--- config.mk ---
export PLATFORM = sky130hd
export DESIGN_NAME = udtc_core
export DESIGN_NICKNAME = d
export VERILOG_FILES = /design/src/include/udtc_pkg.sv /design/src/rtl/udtc_core.sv
export SDC_FILE = /design/constraint.sdc
export NUM_CORES = 1
export LEC_CHECK = 0
export BUFFER_PORTS_ARGS = -buffer_cell sky130_fd_sc_hd__buf_4
export CELL_PAD_IN_SITES_DETAIL_PLACEMENT = 1
export CELL_PAD_IN_SITES_GLOBAL_PLACEMENT = 1
export CORE_MARGIN = 10
export CORE_UTILIZATION = 38
export DETAILED_ROUTE_END_ITERATION = 12
export GPL_ROUTABILITY_DRIVEN = 0
export PLACE_DENSITY = 0.8
export SLEW_MARGIN = 20
export SYNTH_ARGS = -nofsm -noshare
export SYNTH_HDL_FRONTEND = slang
export SYNTH_SLANG_ARGS = --single-unit
export TNS_END_PERCENT = 5
--- constraint.sdc ---
create_clock -name core_clk -period 4 [get_ports core_clk]
set_input_delay 0.8 -clock core_clk [delete_from_list [all_inputs] [get_ports core_clk]]
set_output_delay 0.8 -clock core_clk [all_outputs]
set_load 0.05 [all_outputs]
--- src/include/udtc_pkg.sv ---
// udtc_pkg: constants and carrier types for the up/down timer compare core.
// assumes a 16-bit register port with word indices, one core clock.
package udtc_pkg;

    // ****************************************************************
    // register indices
    // ****************************************************************
    localparam logic [3:0] ADDR_CTRL  = 4'h0;
    localparam logic [3:0] ADDR_MAX   = 4'h1;
    localparam logic [3:0] ADDR_COUNT = 4'h2;
    localparam logic [3:0] ADDR_STAT  = 4'h3;
    localparam logic [3:0] ADDR_CCCTL0 = 4'h4;
    localparam logic [3:0] ADDR_CCCTL1 = 4'h5;
    localparam logic [3:0] ADDR_CCR0  = 4'h6;
    localparam logic [3:0] ADDR_CCR1  = 4'h7;
    localparam logic [3:0] ADDR_FLAG  = 4'h8;
    localparam logic [3:0] ADDR_ENA   = 4'h9;

    // ****************************************************************
    // field positions and counts
    // ****************************************************************
    localparam int CTRL_SINGLE = 2;
    localparam int CTRL_PRESET = 3;
    localparam int CTRL_RUN    = 4;
    localparam int CTRL_PEND   = 5;
    localparam int STAT_BUSY   = 0;
    localparam int STAT_UP     = 1;
    localparam int CC_MODE     = 0;
    localparam int FLG_MAX     = 0;
    localparam int FLG_ZERO    = 1;
    localparam int FLG_CC0     = 2;
    localparam int NUM_CC      = 2;
    localparam int NUM_FLG     = 4;

    // ****************************************************************
    // reset values and shared constants
    // ****************************************************************
    localparam logic [15:0] RST_MAX   = 16'hFFFF;
    localparam logic [15:0] RST_COUNT = 16'h0000;
    localparam logic [15:0] RST_CCR   = 16'h0000;
    localparam logic [15:0] ZERO16    = 16'h0000;
    localparam logic [15:0] ONE16     = 16'h0001;

    // ****************************************************************
    // modes
    // ****************************************************************
    typedef enum logic [1:0] {
        UDTC_DIR_UP   = 2'b00,
        UDTC_DIR_DOWN = 2'b01,
        UDTC_DIR_UPDN = 2'b10,
        UDTC_DIR_RSVD = 2'b11
    } udtc_dir_t;

    localparam logic [2:0] BUF_IMMED = 3'h0;
    localparam logic [2:0] BUF_ZERO  = 3'h1;
    localparam logic [2:0] BUF_MAX   = 3'h2;
    localparam logic [2:0] BUF_BOTH  = 3'h3;

    // ****************************************************************
    // carriers
    // ****************************************************************
    typedef struct packed {
        logic        wr;
        logic        rd;
        logic [3:0]  addr;
        logic [15:0] wdata;
    } udtc_req_t;

    typedef struct packed {
        logic [2:0] sync;
        udtc_dir_t  dirsel;
        logic       single_pass_sel;
        logic       run;
        logic       pend;
        logic       up;
        logic [15:0] cnt;
        logic [15:0] max_count_field;
        logic [15:0] emax;
        logic [NUM_CC-1:0]       ccmode;
        logic [NUM_CC-1:0][2:0]  bufmd;
        logic [NUM_CC-1:0][15:0] ccr;
        logic [NUM_CC-1:0][15:0] cbuf;
        logic [NUM_FLG-1:0] flags;
        logic [NUM_FLG-1:0] inten;
        logic [NUM_FLG-1:0] evt;
        logic [NUM_CC-1:0]  match;
        logic [15:0] rdata;
    } udtc_state_t;

endpackage

--- src/rtl/udtc_core.sv ---
// udtc_core: one 16-bit up/down timer channel with two compare circuits.
// assumes count_clock is a slow external pin, synchronised here, and a
// register master on core_clk that never issues read and write together.
`timescale 1ns/100ps
module udtc_core (
    input  wire logic                      core_clk,
    input  wire logic                      rst_n,
    input  wire udtc_pkg::udtc_req_t       req,
    output logic [15:0]                    rd_data,
    input  wire logic                      count_clock,
    output logic [udtc_pkg::NUM_CC-1:0]    cc_match,
    output logic [udtc_pkg::NUM_FLG-1:0]   evt_req,
    output logic                           running_status
);
    import udtc_pkg::*;

    // ****************************************************************
    // buffer load decision
    // ****************************************************************
    function automatic logic buf_load(
        input logic [2:0] md,
        input logic       at_zero,
        input logic       at_max
    );
        logic ld;
        ld = 1'b0;
        case (md)
            BUF_ZERO: ld = at_zero;
            BUF_MAX:  ld = at_max;
            BUF_BOTH: ld = at_zero | at_max;
            default:  ld = 1'b1;
        endcase
        return ld;
    endfunction

    // ****************************************************************
    // state
    // ****************************************************************
    udtc_state_t        r;
    udtc_state_t        next_r;
    logic               tick;
    logic               preset;
    logic               stepped;
    logic [15:0]        nc;
    logic               cmp_on;
    logic [NUM_FLG-1:0] setf;

    // ****************************************************************
    // next state
    // ****************************************************************
    always_comb begin
        next_r = r;
        next_r.sync = {r.sync[1:0], count_clock};
        next_r.match = '0;
        next_r.rdata = ZERO16;
        tick = r.sync[1] & ~r.sync[2];
        preset = 1'b0;
        stepped = 1'b0;
        nc = r.cnt;
        setf = '0;
        cmp_on = ~&r.ccmode;

        // register reads
        if (req.rd) begin
            case (req.addr)
                ADDR_CTRL: begin
                    next_r.rdata[1:0] = r.dirsel;
                    next_r.rdata[CTRL_SINGLE] = r.single_pass_sel;
                    next_r.rdata[CTRL_RUN] = r.run;
                    next_r.rdata[CTRL_PEND] = r.pend;
                end
                ADDR_MAX: next_r.rdata = r.max_count_field;
                ADDR_COUNT: next_r.rdata = r.cnt;
                ADDR_STAT: begin
                    next_r.rdata[STAT_BUSY] = r.run;
                    next_r.rdata[STAT_UP] = r.up;
                end
                ADDR_CCCTL0: next_r.rdata[3:0] = {r.bufmd[0], r.ccmode[0]};
                ADDR_CCCTL1: next_r.rdata[3:0] = {r.bufmd[1], r.ccmode[1]};
                ADDR_CCR0: next_r.rdata = r.ccr[0];
                ADDR_CCR1: next_r.rdata = r.ccr[1];
                ADDR_FLAG: next_r.rdata[NUM_FLG-1:0] = r.flags;
                ADDR_ENA: next_r.rdata[NUM_FLG-1:0] = r.inten;
                default: next_r.rdata = ZERO16;
            endcase
        end

        // register writes
        if (req.wr) begin
            case (req.addr)
                ADDR_CTRL: begin
                    next_r.dirsel = udtc_dir_t'(req.wdata[1:0]);
                    next_r.single_pass_sel = req.wdata[CTRL_SINGLE];
                    next_r.run = req.wdata[CTRL_RUN];
                    preset = req.wdata[CTRL_PRESET];
                end
                ADDR_MAX: begin
                    next_r.max_count_field = req.wdata;
                    next_r.pend = 1'b1;
                end
                ADDR_CCCTL0: begin
                    next_r.ccmode[0] = req.wdata[CC_MODE];
                    next_r.bufmd[0] = req.wdata[3:1];
                end
                ADDR_CCCTL1: begin
                    next_r.ccmode[1] = req.wdata[CC_MODE];
                    next_r.bufmd[1] = req.wdata[3:1];
                end
                ADDR_CCR0: next_r.ccr[0] = req.wdata;
                ADDR_CCR1: next_r.ccr[1] = req.wdata;
                ADDR_FLAG: next_r.flags = r.flags & ~req.wdata[NUM_FLG-1:0];
                ADDR_ENA: next_r.inten = req.wdata[NUM_FLG-1:0];
                default: begin
                end
            endcase
        end

        // ************************************************************
        // counter
        // ************************************************************
        if (preset) begin
            // preset consumes any pending max at once
            next_r.emax = next_r.max_count_field;
            next_r.pend = 1'b0;
            if (next_r.dirsel == UDTC_DIR_DOWN) begin
                next_r.cnt = next_r.max_count_field;
                next_r.up = 1'b0;
            end else begin
                next_r.cnt = ZERO16;
                next_r.up = 1'b1;
            end
        end else if (tick && r.run) begin
            stepped = 1'b1;
            case (r.dirsel)
                UDTC_DIR_UP: begin
                    next_r.up = 1'b1;
                    next_r.emax = r.max_count_field;
                    next_r.pend = 1'b0;
                    if (r.cnt >= r.max_count_field) begin
                        nc = ZERO16;
                        if (r.single_pass_sel) begin
                            next_r.run = 1'b0;
                        end
                    end else begin
                        nc = r.cnt + ONE16;
                    end
                end
                UDTC_DIR_DOWN: begin
                    next_r.up = 1'b0;
                    if (r.cnt == ZERO16) begin
                        nc = r.max_count_field;
                        next_r.emax = r.max_count_field;
                        next_r.pend = 1'b0;
                        if (r.single_pass_sel) begin
                            next_r.run = 1'b0;
                        end
                    end else begin
                        nc = r.cnt - ONE16;
                    end
                end
                UDTC_DIR_UPDN: begin
                    if (r.up) begin
                        next_r.emax = r.max_count_field;
                        next_r.pend = 1'b0;
                        if (r.cnt > r.max_count_field) begin
                            nc = ZERO16;
                        end else if (r.cnt == r.max_count_field) begin
                            next_r.up = 1'b0;
                            nc = (r.cnt == ZERO16) ? ZERO16 : r.cnt - ONE16;
                        end else begin
                            nc = r.cnt + ONE16;
                        end
                    end else if (r.cnt == ZERO16) begin
                        next_r.up = 1'b1;
                        next_r.emax = r.max_count_field;
                        next_r.pend = 1'b0;
                        nc = (r.max_count_field == ZERO16) ? ZERO16 : ONE16;
                    end else begin
                        nc = r.cnt - ONE16;
                        if (r.single_pass_sel && nc == ZERO16) begin
                            next_r.run = 1'b0;
                        end
                    end
                end
                default: begin
                    // hold mode: no step, so no events either
                    stepped = 1'b0;
                end
            endcase
            next_r.cnt = nc;
        end

        // a max write in this cycle stays pending
        if (req.wr && req.addr == ADDR_MAX) begin
            next_r.pend = 1'b1;
        end

        // ************************************************************
        // compare and events
        // ************************************************************
        if (stepped && cmp_on) begin
            setf[FLG_MAX] = (nc == next_r.emax);
            setf[FLG_ZERO] = (nc == ZERO16);
        end
        for (int i = 0; i < NUM_CC; i++) begin
            if (buf_load(r.bufmd[i], stepped && nc == ZERO16, stepped && nc == next_r.emax)) begin
                next_r.cbuf[i] = r.ccr[i];
            end
            if (stepped && !r.ccmode[i] && nc == r.cbuf[i]) begin
                next_r.match[i] = 1'b1;
                setf[FLG_CC0 + i] = 1'b1;
            end
        end
        next_r.flags = next_r.flags | setf;
        next_r.evt = next_r.flags & next_r.inten;
    end

    // ****************************************************************
    // registers
    // ****************************************************************
    always_ff @(posedge core_clk) begin
        if (!rst_n) begin
            r <= '0;
            r.dirsel <= UDTC_DIR_UP;
            r.up <= 1'b1;
            r.cnt <= RST_COUNT;
            r.max_count_field <= RST_MAX;
            r.emax <= RST_MAX;
            r.ccr <= {NUM_CC{RST_CCR}};
            r.cbuf <= {NUM_CC{RST_CCR}};
        end else begin
            r <= next_r;
        end
    end

    // ****************************************************************
    // outputs
    // ****************************************************************
    assign rd_data = r.rdata;
    assign cc_match = r.match;
    assign evt_req = r.evt;
    assign running_status = r.run;

endmodule

==> impl_metrics.ini, run 1 <==
[layout]
area_delta_synth_final_pct = 24.8
drive_gt1_share_pct = 24.3
nets = 1355
antenna_cells = 0
layout_commonest_cell = nand2_1
final_cell_mix = 225 x nand2_1, 181 x buf_4, 144 x dfxtp_1

[clock_network]
cts.reportedPaths.clkPinSlew_ns = 0.07
clockBufferDepth = 2
htreeDepth = 4
cts_tree = built
cts_root_buf = clkbuf_16
cts.sinks = 159
postCtsHoldBufs = 0
cts_buffers = 17
clk_latency_ns = 0.45

[floorplan]
ios = 48
coreArea_um2 = 25000
die_height_um = 179
core.rowCount = 58
die_x_um = 179
start_util_pct = 38.3
die-area_um2 = 32000

[yosys]
synth_mux_area_share_pct = 9.02
synth_area_per_cell_um2 = 7.94
synthCells = 1209
synth_cell_types = 90
synth_ff_type = dfxtp_1
synth-xor-area-share_pct = 5.64
ys_seq_area_share_pct = 33.2
synth_compound_area_share_pct = 19.0
synth-edff-count = 0
async_flop_share_pct = 0
syn_nets = 1254
ys_ff_latch = 159
synthAdderAreaFrac_pct = 2.61
yosysWarnings = 0
netlist_area_um2 = 9600
synth_top_family_by_area = simple AND/OR/NAND/NOR gates
synth-simple-area-share_pct = 23.7

[sta]
clock_skew_ns = 0.0244
drv_slew = 0
slew_headroom_pct = 30.8
fmax_mhz = 241
rsz0062_at_grt = true
finalSetupViolCount = 33
period_share_pct = 104
hold_viol = 0
tightest_slew_ns = 1.04
setup_slack_ns = -0.141
fin_crit_ns = 4.14
whs_ns = 0.445

[detailed_routing]
vias_per_cell = 6.24
num_vias = 10315
wl_um = 41400
post_drt_wl_per_cell_um = 25.0
drtIter0Drc = 1230
firstDrtPassIters = 8
ant_nets = 0
drc = 0

[pwr]
seqPwrFrac_pct = 44.5
comb_power_share_pct = 6.9
powerDensity_nw_per_um2 = 302
power_mw = 3.61
swShare_pct = 25.4
ir_worst_vdd_uv = 230
p_int_mw = 2.69
power.share.clock_pct = 48.5
p_leak_nw = 4.89
switchingPower_mw = 0.919

[placement]
dp_hpwl_um = 28500
port_buffers = 47

[min_path]
hold_class = reg -> reg
worstHoldPathCells = 1

[global_routing]
grt_pass1_wl_um = 62400
grt.overflow.total = 0
grt_pass1_vias = 10569
grt_max_degree = 96
grtUsageTotal_pct = 25.1
antenna_found_initial = 0

[critical_path]
crit_path_end_kind = flip-flop
critPathKind = reg -> reg
worstPathRequired_ns = 4.33
worstPathMaxFanout = 8
start_kind = flip-flop
reg2reg_depth = 18
arrival_ns = 4.47

[job]
cap_violations = 0

[outcome]
violations = negative setup slack
outcome = complete, but fails checks
## worst max-delay path, cell delays in order (launching register included)
cell	delay, ns
dfxtp_2	0.34
inv_2	0.04
ha_1	0.30
nand4_1	0.25
o41ai_2	0.46
buf_4	0.24
buf_4	0.13
buf_4	0.10
nand3_1	0.10
o22ai_2	0.19
a31oi_2	0.07
o22ai_2	0.29
xor2_1	0.28
nand3_1	0.14
nor4_2	0.29
and3_4	0.26
a31oi_4	0.13
clkbuf_16	0.22
mux2i_4	0.19
## per-stage QoR
step / util [%] / TNS [ns] / instance area (µm²) / std cells / worst slack, ns
6_report: 47.9 / -1.31 / 12000 / 1653 / -0.141
5_1_grt: 47.9 / -8.62 / 12000 / 1653 / -0.344
4_1_cts: 46.4 / 0 / 11600 / 1634 / 0.00208
3_5_place_dp: 42.7 / -2.65 / 10700 / 1585 / -0.165
3_3_place_gp: 42.7 / -0.715 / 10700 / 1585 / -0.0965
2_1_floorplan: - / 0 / 9600 / 1209 / 0.142
## timing repair
item                                    4_1_cts  5_1_grt
buffers inserted                             16       20
gates cloned                                  1        0
endpoints found under the setup margin       38       41
pin swaps                                    21       22
gates resized for setup                      28       57
## layout make-up
| class | count | area (µm²) |
|---|---|---|
| multi-input combinational | 910 | 6090 |
| sequential | 159 | 3200 |
| inverter | 30 | 115 |
| fill | 2976 | 13100 |
| timing repair buffer | 192 | 1540 |
| clock buffer | 18 | 439 |
| tap | 330 | 413 |
| clock inverter | 14 | 176 |
## cells by family after synthesis
group,count (synthesis)
and+or+nand+nor,476
AOI/OAI and AO/OA,267
DFF,159
buffers and inverters,140
muxes,86
xor gates and xnor gates,61
adders and majority gates,20
## per-layer routing
metal  up-vias  track usage, %  routed length [µm]
met1      5000            31.4               16900
met4         0            12.6                2280
met2       643            40.7               18800
met3       180            4.42                3410
li1       4492               -                   -
met5         -               0                   0
## cell usage after synthesis, types with 4 or more instances
cell type,instances,share of area [%]
a211oi_1,8,0.63
a21o_1,5,0.39
a21oi_1,103,5.4
a221oi_1,4,0.36
a222oi_1,10,1.0
a22oi_1,8,0.63
a311o_1,4,0.42
a31oi_1,16,1.0
a32oi_1,7,0.64
and2_1,13,0.85
and3_1,12,0.78
and4_1,4,0.36
buf_1,5,0.20
buf_2,15,0.78
buf_4,25,2.0
clkbuf_1,61,2.4
dfxtp_1,159,33
ha_1,20,2.6
inv_1,29,1.1
mux2_2,4,0.47
mux2i_1,82,8.6
nand2_1,226,8.8
nand2b_1,7,0.46
nand3_1,25,1.3
nand4_1,16,1.0
nor2_1,84,3.3
nor2b_1,5,0.33
nor3_1,27,1.4
nor4_1,15,0.98
o211ai_1,13,1.0
o21a_1,4,0.31
o21ai_0,21,1.1
o21ai_1,6,0.31
o22ai_1,8,0.52
o31ai_1,6,0.47
or3_1,8,0.52
xnor2_1,31,2.8
xor2_1,29,2.6
## final timing paths
| path | to | startpoint | slack [ns] |
|---|---|---|---|
| hold / removal | next_r[158] | next_r[157] | 0.44 |
| setup / recovery | r[38] | r[130] | -0.14 |
| hold reg to reg | next_r[158] | next_r[157] | 0.44 |
| setup reg to reg | r[38] | r[130] | -0.14 |
## power groups by stage
stage	Sequential (mW)	Clock [mW]	Combinational (mW)
after floorplan	1.64	0	0.133
after global placement	1.64	0	0.222
after detailed placement	1.64	0	0.227
after CTS	1.61	1.75	0.235
after global routing	1.61	1.83	0.263
final	1.61	1.75	0.250
## state kept, by name (all words and copies together) (netlist names)
signal          count
r                 134
next_r              2
cc_match            2
running_status      1
rd_data            16
evt_req             4
No activity file was read; power rests on OpenSTA's default activity.
==> run 2, diff against run 1 <==
ABC_AREA = 1   (was default)
PLACE_DENSITY = 0.83   (was 0.8)
clock period = 3.6 ns   (was 4 ns; I/O delays follow)
==> run 2 against run 1 <==
Effect of this change:
- the run still ends with negative setup slack left
- worst hold slack improved by 0.0070 ns
- die area increased by 10%
- fmax up 12%
- non-clock buffer count up 1
- synthesized cell count grew 39%
==> impl_metrics.ini, run 2 <==
[outcome]
outcome = complete, but fails checks
violations = negative setup slack

[yosys]
yosys.area.top_type = dfxtp_1
synth_common_cells = 420 x nand2_1, 208 x nor2_1, 193 x inv_1
yosysTopAreaCellShare_pct = 29.8
ys_seq_area_share_pct = 29.8
synthCells = 1677
synth_area_leaders = dfxtp_1 30%, nand2_1 15%, nor2_1 7.3%
yosysWarnings = 0
synth-edff-count = 0
netlist_area_um2 = 10700
synth_cell_types = 48
ys_ff_latch = 159
syn_nets = 1722
synth_area_per_cell_um2 = 6.37
synth_ff_type = dfxtp_1
yosysMostFrequentCell = nand2_1
async_flop_share_pct = 0

[global_routing]
grt.overflow.total = 0
antenna_found_initial = 0
grtUsageTotal_pct = 26.0
grt_max_degree = 76
grt_pass1_vias = 12906
grt_pass1_wl_um = 72800

[pwr]
seqPwrFrac_pct = 44.3
comb_power_share_pct = 9.8
swShare_pct = 30.3
powerDensity_nw_per_um2 = 313
power_mw = 4.09
p_leak_nw = 5.97
switchingPower_mw = 1.24
p_int_mw = 2.85
ir_worst_vdd_uv = 365
power.share.clock_pct = 45.9

[floorplan]
core.rowCount = 61
ios = 48
coreArea_um2 = 27800
die_x_um = 188
die-area_um2 = 35200
start_util_pct = 38.4
die_height_um = 188

[sta]
drv_slew = 0
period_share_pct = 103
tightest_slew_ns = 0.980
fmax_mhz = 270
fin_crit_ns = 3.71
slew_headroom_pct = 34.5
hold_viol = 0
setup_slack_ns = -0.110
finalSetupViolCount = 25
clock_skew_ns = 0.0106
rsz0062_at_grt = true

[clock_network]
clockBufferDepth = 2
cts_buffers = 17
htreeDepth = 4
cts.sinks = 159
cts.reportedPaths.clkPinSlew_ns = 0.08
cts_root_buf = clkbuf_16
cts_tree = built
postCtsHoldBufs = 0
clk_latency_ns = 0.46

[layout]
antenna_cells = 0
final_cell_mix = 407 x nand2_1, 191 x nor2_1, 189 x inv_1
largest_register_ffs = 134
drive_gt1_share_pct = 21.8
regMostFlops = r
instances_no_fill = 2191
layout_commonest_cell = nand2_1
area_delta_synth_final_pct = 22.4
nets = 1845

[critical_path]
critPathKind = reg -> reg
worstPathRequired_ns = 3.95
arrival_ns = 4.06
start_kind = flip-flop
worstPathMaxFanout = 7
crit_path_end_kind = flip-flop

[detailed_routing]
drc = 0
wl_um = 49700
vias_per_cell = 5.85
firstDrtPassIters = 5
ant_nets = 0
post_drt_wl_per_cell_um = 22.7
num_vias = 12809
drtIter0Drc = 1356

[job]
cap_violations = 0

[placement]
dp.cells = 2144
dp_hpwl_um = 35000
port_buffers = 47

[min_path]
hold_class = reg -> reg
## run 2: final cells by class
type / count / area, µm²
fillers: 3707 / 14700
multi-input cells: 1211 / 6420
flip-flops and latches: 159 / 3190
repair buffers: 193 / 1570
inverters: 218 / 827
well taps: 378 / 473
clock buffers: 17 / 425
clock inverters: 15 / 166
## run 2: kinds of logic after synthesis
group                    after synthesis  synth area share [%]
buffers and inverters                308                  12.9
adder cells (fa/ha/maj)               20                  2.34
XOR/XNOR                              26                  2.13
AND/OR/NAND/NOR                      887                  37.9
AO/OA/AOI/OAI                        277                  15.0
flip-flops                           159                  29.8
## run 2: path summary, 6_finish.rpt
path | start | endpoint | slack [ns] | depth (start not counted)
worst min-delay path | next_r[158] | r[158] | 0.45 | 2
worst min register to register | next_r[158] | r[158] | 0.45 | 2
worst max-delay path | r[133] | r[31] | -0.11 | 23
worst max register to register | r[133] | r[31] | -0.11 | 23
## run 2: repair_timing
action                                  in CTS  in global routing
setup buffers                                4                 10
resized for setup                           10                 66
gates cloned                                 0                  1
pin swaps                                    3                 20
endpoints found under the setup margin      35                 39
## run 2: routing by layer
metal | share of wire (%) | GRT usage (%) | up-vias | wire length, µm
met5 | 0 | 0 | - | 0
met4 | 5.3 | 13.1 | 0 | 2640
met3 | 8.7 | 4.01 | 196 | 4300
met2 | 46 | 43.1 | 765 | 22900
met1 | 40 | 32.0 | 6209 | 19900
li1 | - | - | 5639 | -
## run 2: worst max-delay path, cell delays in order (launching register included)
cell,delay [ns]
dfxtp_1,0.35
inv_1,0.09
ha_4,0.29
nand2_2,0.08
nor2_4,0.15
nand2_4,0.10
o21ai_1,0.22
nand2_2,0.16
nor2_1,0.18
nor2_1,0.09
nand3b_1,0.13
nand2_2,0.12
nand2_1,0.08
nand2_1,0.09
nor2_1,0.23
nand2_2,0.14
nor2_4,0.16
buf_4,0.16
nand4_1,0.17
nand2_2,0.17
nor2_4,0.07
buf_4,0.15
nor2_2,0.13
nor2_1,0.08
## run 2: per-stage QoR
stage                     TNS, ns  util [%]  hold WS [ns]  worst slack, ns  instance area (µm²)
after floorplan                 0         -         0.390            0.595                10700
after global placement      -2.64      43.2         0.414           -0.146                12000
after detailed placement    -7.94      43.2         0.440           -0.349                12000
after CTS                       0      45.7         0.461          0.00223                12700
after global routing        -4.82      47.0         0.479           -0.220                13100
final                       -1.28      47.0         0.452           -0.110                13100
## run 2: power by group through the flow
stage	clock network [mW]	logic, mW	registers [mW]
floorplan	0	0.219	1.84
global placement	0	0.353	1.85
detailed placement	0	0.365	1.85
CTS	1.87	0.375	1.81
global route	1.95	0.429	1.81
finish	1.87	0.402	1.81
==> run 3, diff against run 2 <==
--- a/config.mk
+++ b/config.mk
@@ -10,9 +10,10 @@
 export CELL_PAD_IN_SITES_DETAIL_PLACEMENT = 1
 export CELL_PAD_IN_SITES_GLOBAL_PLACEMENT = 1
+export CORE_ASPECT_RATIO = 1.4
 export CORE_MARGIN = 10
 export CORE_UTILIZATION = 38
 export DETAILED_ROUTE_END_ITERATION = 12
 export GPL_ROUTABILITY_DRIVEN = 0
-export PLACE_DENSITY = 0.83
+export PLACE_DENSITY = 0.77
 export SLEW_MARGIN = 20
 export SYNTH_ARGS = -nofsm -noshare
==> constraint.sdc (replaced) <==
create_clock -name core_clk -period 3.6 [get_ports core_clk]
set_input_delay 0.54 -clock core_clk [delete_from_list [all_inputs] [get_ports core_clk]]
set_output_delay 0.54 -clock core_clk [all_outputs]
set_load 0.05 [all_outputs]
==> run 3 against run 2 <==
Effect of this change:
- the run now ends clean
- register-to-register slack improved by 0.18 ns
- critical path depth increased by 3
- first-iteration DRC count decreased by 35%
- total power decreased by 0.70%
- highest routed layer unchanged
- fmax increased by 5.0%
- via count decreased by 4.8%
- sequential power about the same
- die area increased by 0.27%
- combinational power decreased by 2%
- clock power about the same
- largest cell class unchanged
- clock skew decreased by 0.0026 ns
- flip-flop and latch count unchanged
==> impl_metrics.ini, run 3 (synthesis gave the netlist of run 2 again) <==
[floorplan]
die_x_um = 162
ios = 48
die_height_um = 218
start_util_pct = 38.6
core.rowCount = 72
coreArea_um2 = 27700
die-area_um2 = 35300

[critical_path]
crit_path_end_kind = flip-flop
arrival_ns = 3.88
crit_top_cell = nand2_1
worstPathRequired_ns = 3.95
critPathKind = reg -> reg
start_kind = flip-flop
slowest_delay_ns = 0.35
critPathBufInv = 5
critPathSlowestCell = dfxtp_2
critical_path.top_delay_family = simple AND/OR/NAND/NOR gates
worstPathMaxFanout = 16

[pwr]
power.share.clock_pct = 45.8
powerDensity_nw_per_um2 = 311
p_leak_nw = 6.01
p_int_mw = 2.99
switchingPower_mw = 1.07
swShare_pct = 26.3
comb_power_share_pct = 9.7
ir_worst_vdd_uv = 423
power_mw = 4.06
seqPwrFrac_pct = 44.6

[outcome]
outcome = finished, final reports clean

[sta]
clock_skew_ns = 0.00802
drv_slew = 0
slew_headroom_pct = 41.4
rsz0062_at_grt = true
hold_viol = 0
fin_crit_ns = 3.53
tightest_slew_ns = 0.879
fmax_mhz = 283
finalSetupViolCount = 0
period_share_pct = 98.2
whs_ns = 0.264

[layout]
final_area_um2 = 13100
drive_gt1_share_pct = 21.4
largest_register_ffs = 134
fillers = 3685
antenna_cells = 0
area_delta_synth_final_pct = 22.3
layout_commonest_cell = nand2_1
nets = 1855
regMostFlops = r
final_cell_mix = 407 x nand2_1, 199 x nor2_1, 191 x inv_1, 191 x buf_4, 157 x dfxtp_1

[detailed_routing]
drtIter0Drc = 878
wl_um = 46600
num_vias = 12191
drc = 0
firstDrtPassIters = 5
post_drt_wl_per_cell_um = 21.2
ant_nets = 0
vias_per_cell = 5.56

[clock_network]
htreeDepth = 4
cts.sinks = 159
clockBufferDepth = 2
cts.reportedPaths.clkPinSlew_ns = 0.07
clk_latency_ns = 0.46
cts_root_buf = clkbuf_16
cts_buffers = 17
cts_tree = built

[min_path]
hold_class = in -> reg

[placement]
dp_hpwl_um = 35800
port_buffers = 47
placed_area_um2 = 12200

[job]
cap_violations = 0

[global_routing]
grtUsageTotal_pct = 26.1
grt_max_degree = 77
antenna_found_initial = 0
grt_pass1_vias = 12995
grt_pass1_wl_um = 72000
grt.overflow.total = 0
## run 3: changes by cell type in the layout (fill, tap and decap cells not counted), sizes merged
cell / before / now
bufinv: 0 / 2
nand2: 449 / 448
clkinv: 9 / 6
buf: 193 / 204
clkbuf: 17 / 22
inv: 223 / 218
## run 3: per-layer routing
layer / part of all wire, % / track usage [%] / up-vias / routed length (µm)
met5: 0 / 0 / - / 0
met4: 7.4 / 19.5 / 0 / 3460
met3: 5.0 / 3.46 / 180 / 2320
met2: 50 / 45.8 / 462 / 23300
met1: 38 / 28.2 / 5890 / 17500
li1: - / - / 5659 / -
## run 3: what timing repair did
item	4_1_cts	5_1_grt
hold buffers	0	0
setup endpoints to repair	32	39
setup buffers	1	4
pin swaps	2	10
resized for setup	8	44
## run 3: per-stage QoR
step                TNS (ns)  setup WS (ns)  std cells  util (%)
global placement       -1.52         -0.143       2156      44.1
floorplan                  0          0.595       1677         -
finish                     0         0.0658       2192      47.2
global route          -0.812        -0.0724       2192      47.2
detailed placement     -3.29         -0.210       2156      44.1
CTS                        0         0.0210       2188      46.4
## run 3: worst min-delay path, cell delays in order
cell and delay, ns:
buf_4 0.08, nand2_1 0.04, inv_1 0.04
## run 3: area by class of cell
| type | instances | area [µm²] | area share, % |
|---|---|---|---|
| multi-input cells | 1210 | 6330 | 48.5 |
| clock buffers | 22 | 474 | 3.63 |
| repair buffers | 204 | 1680 | 12.8 |
| clock inverters | 9 | 109 | 0.834 |
| well taps | 370 | 463 | 3.55 |
| inverters | 218 | 821 | 6.29 |
| flip-flops and latches | 159 | 3190 | 24.4 |
## run 3: path summary, 6_finish.rpt
| check | from | end | slack [ns] | cells after the start |
|---|---|---|---|---|
| worst min register to register | next_r[157] | next_r[158] | 0.42 | 2 |
| worst max-delay path | r[131] | r[38] | 0.07 | 26 |
| worst min-delay path | count_clock | next_r[157] | 0.26 | 3 |
| worst max register to register | r[131] | r[38] | 0.07 | 26 |
## run 3: power groups by stage
| stage | Sequential, mW | Combinational (mW) | Clock, mW |
|---|---|---|---|
| 2_1_floorplan | 1.84 | 0.219 | 0 |
| 6_report | 1.81 | 0.392 | 1.86 |
| 5_1_grt | 1.81 | 0.426 | 1.94 |
| 4_1_cts | 1.81 | 0.380 | 1.87 |
| 3_3_place_gp | 1.85 | 0.363 | 0 |
| 3_5_place_dp | 1.85 | 0.373 | 0 |
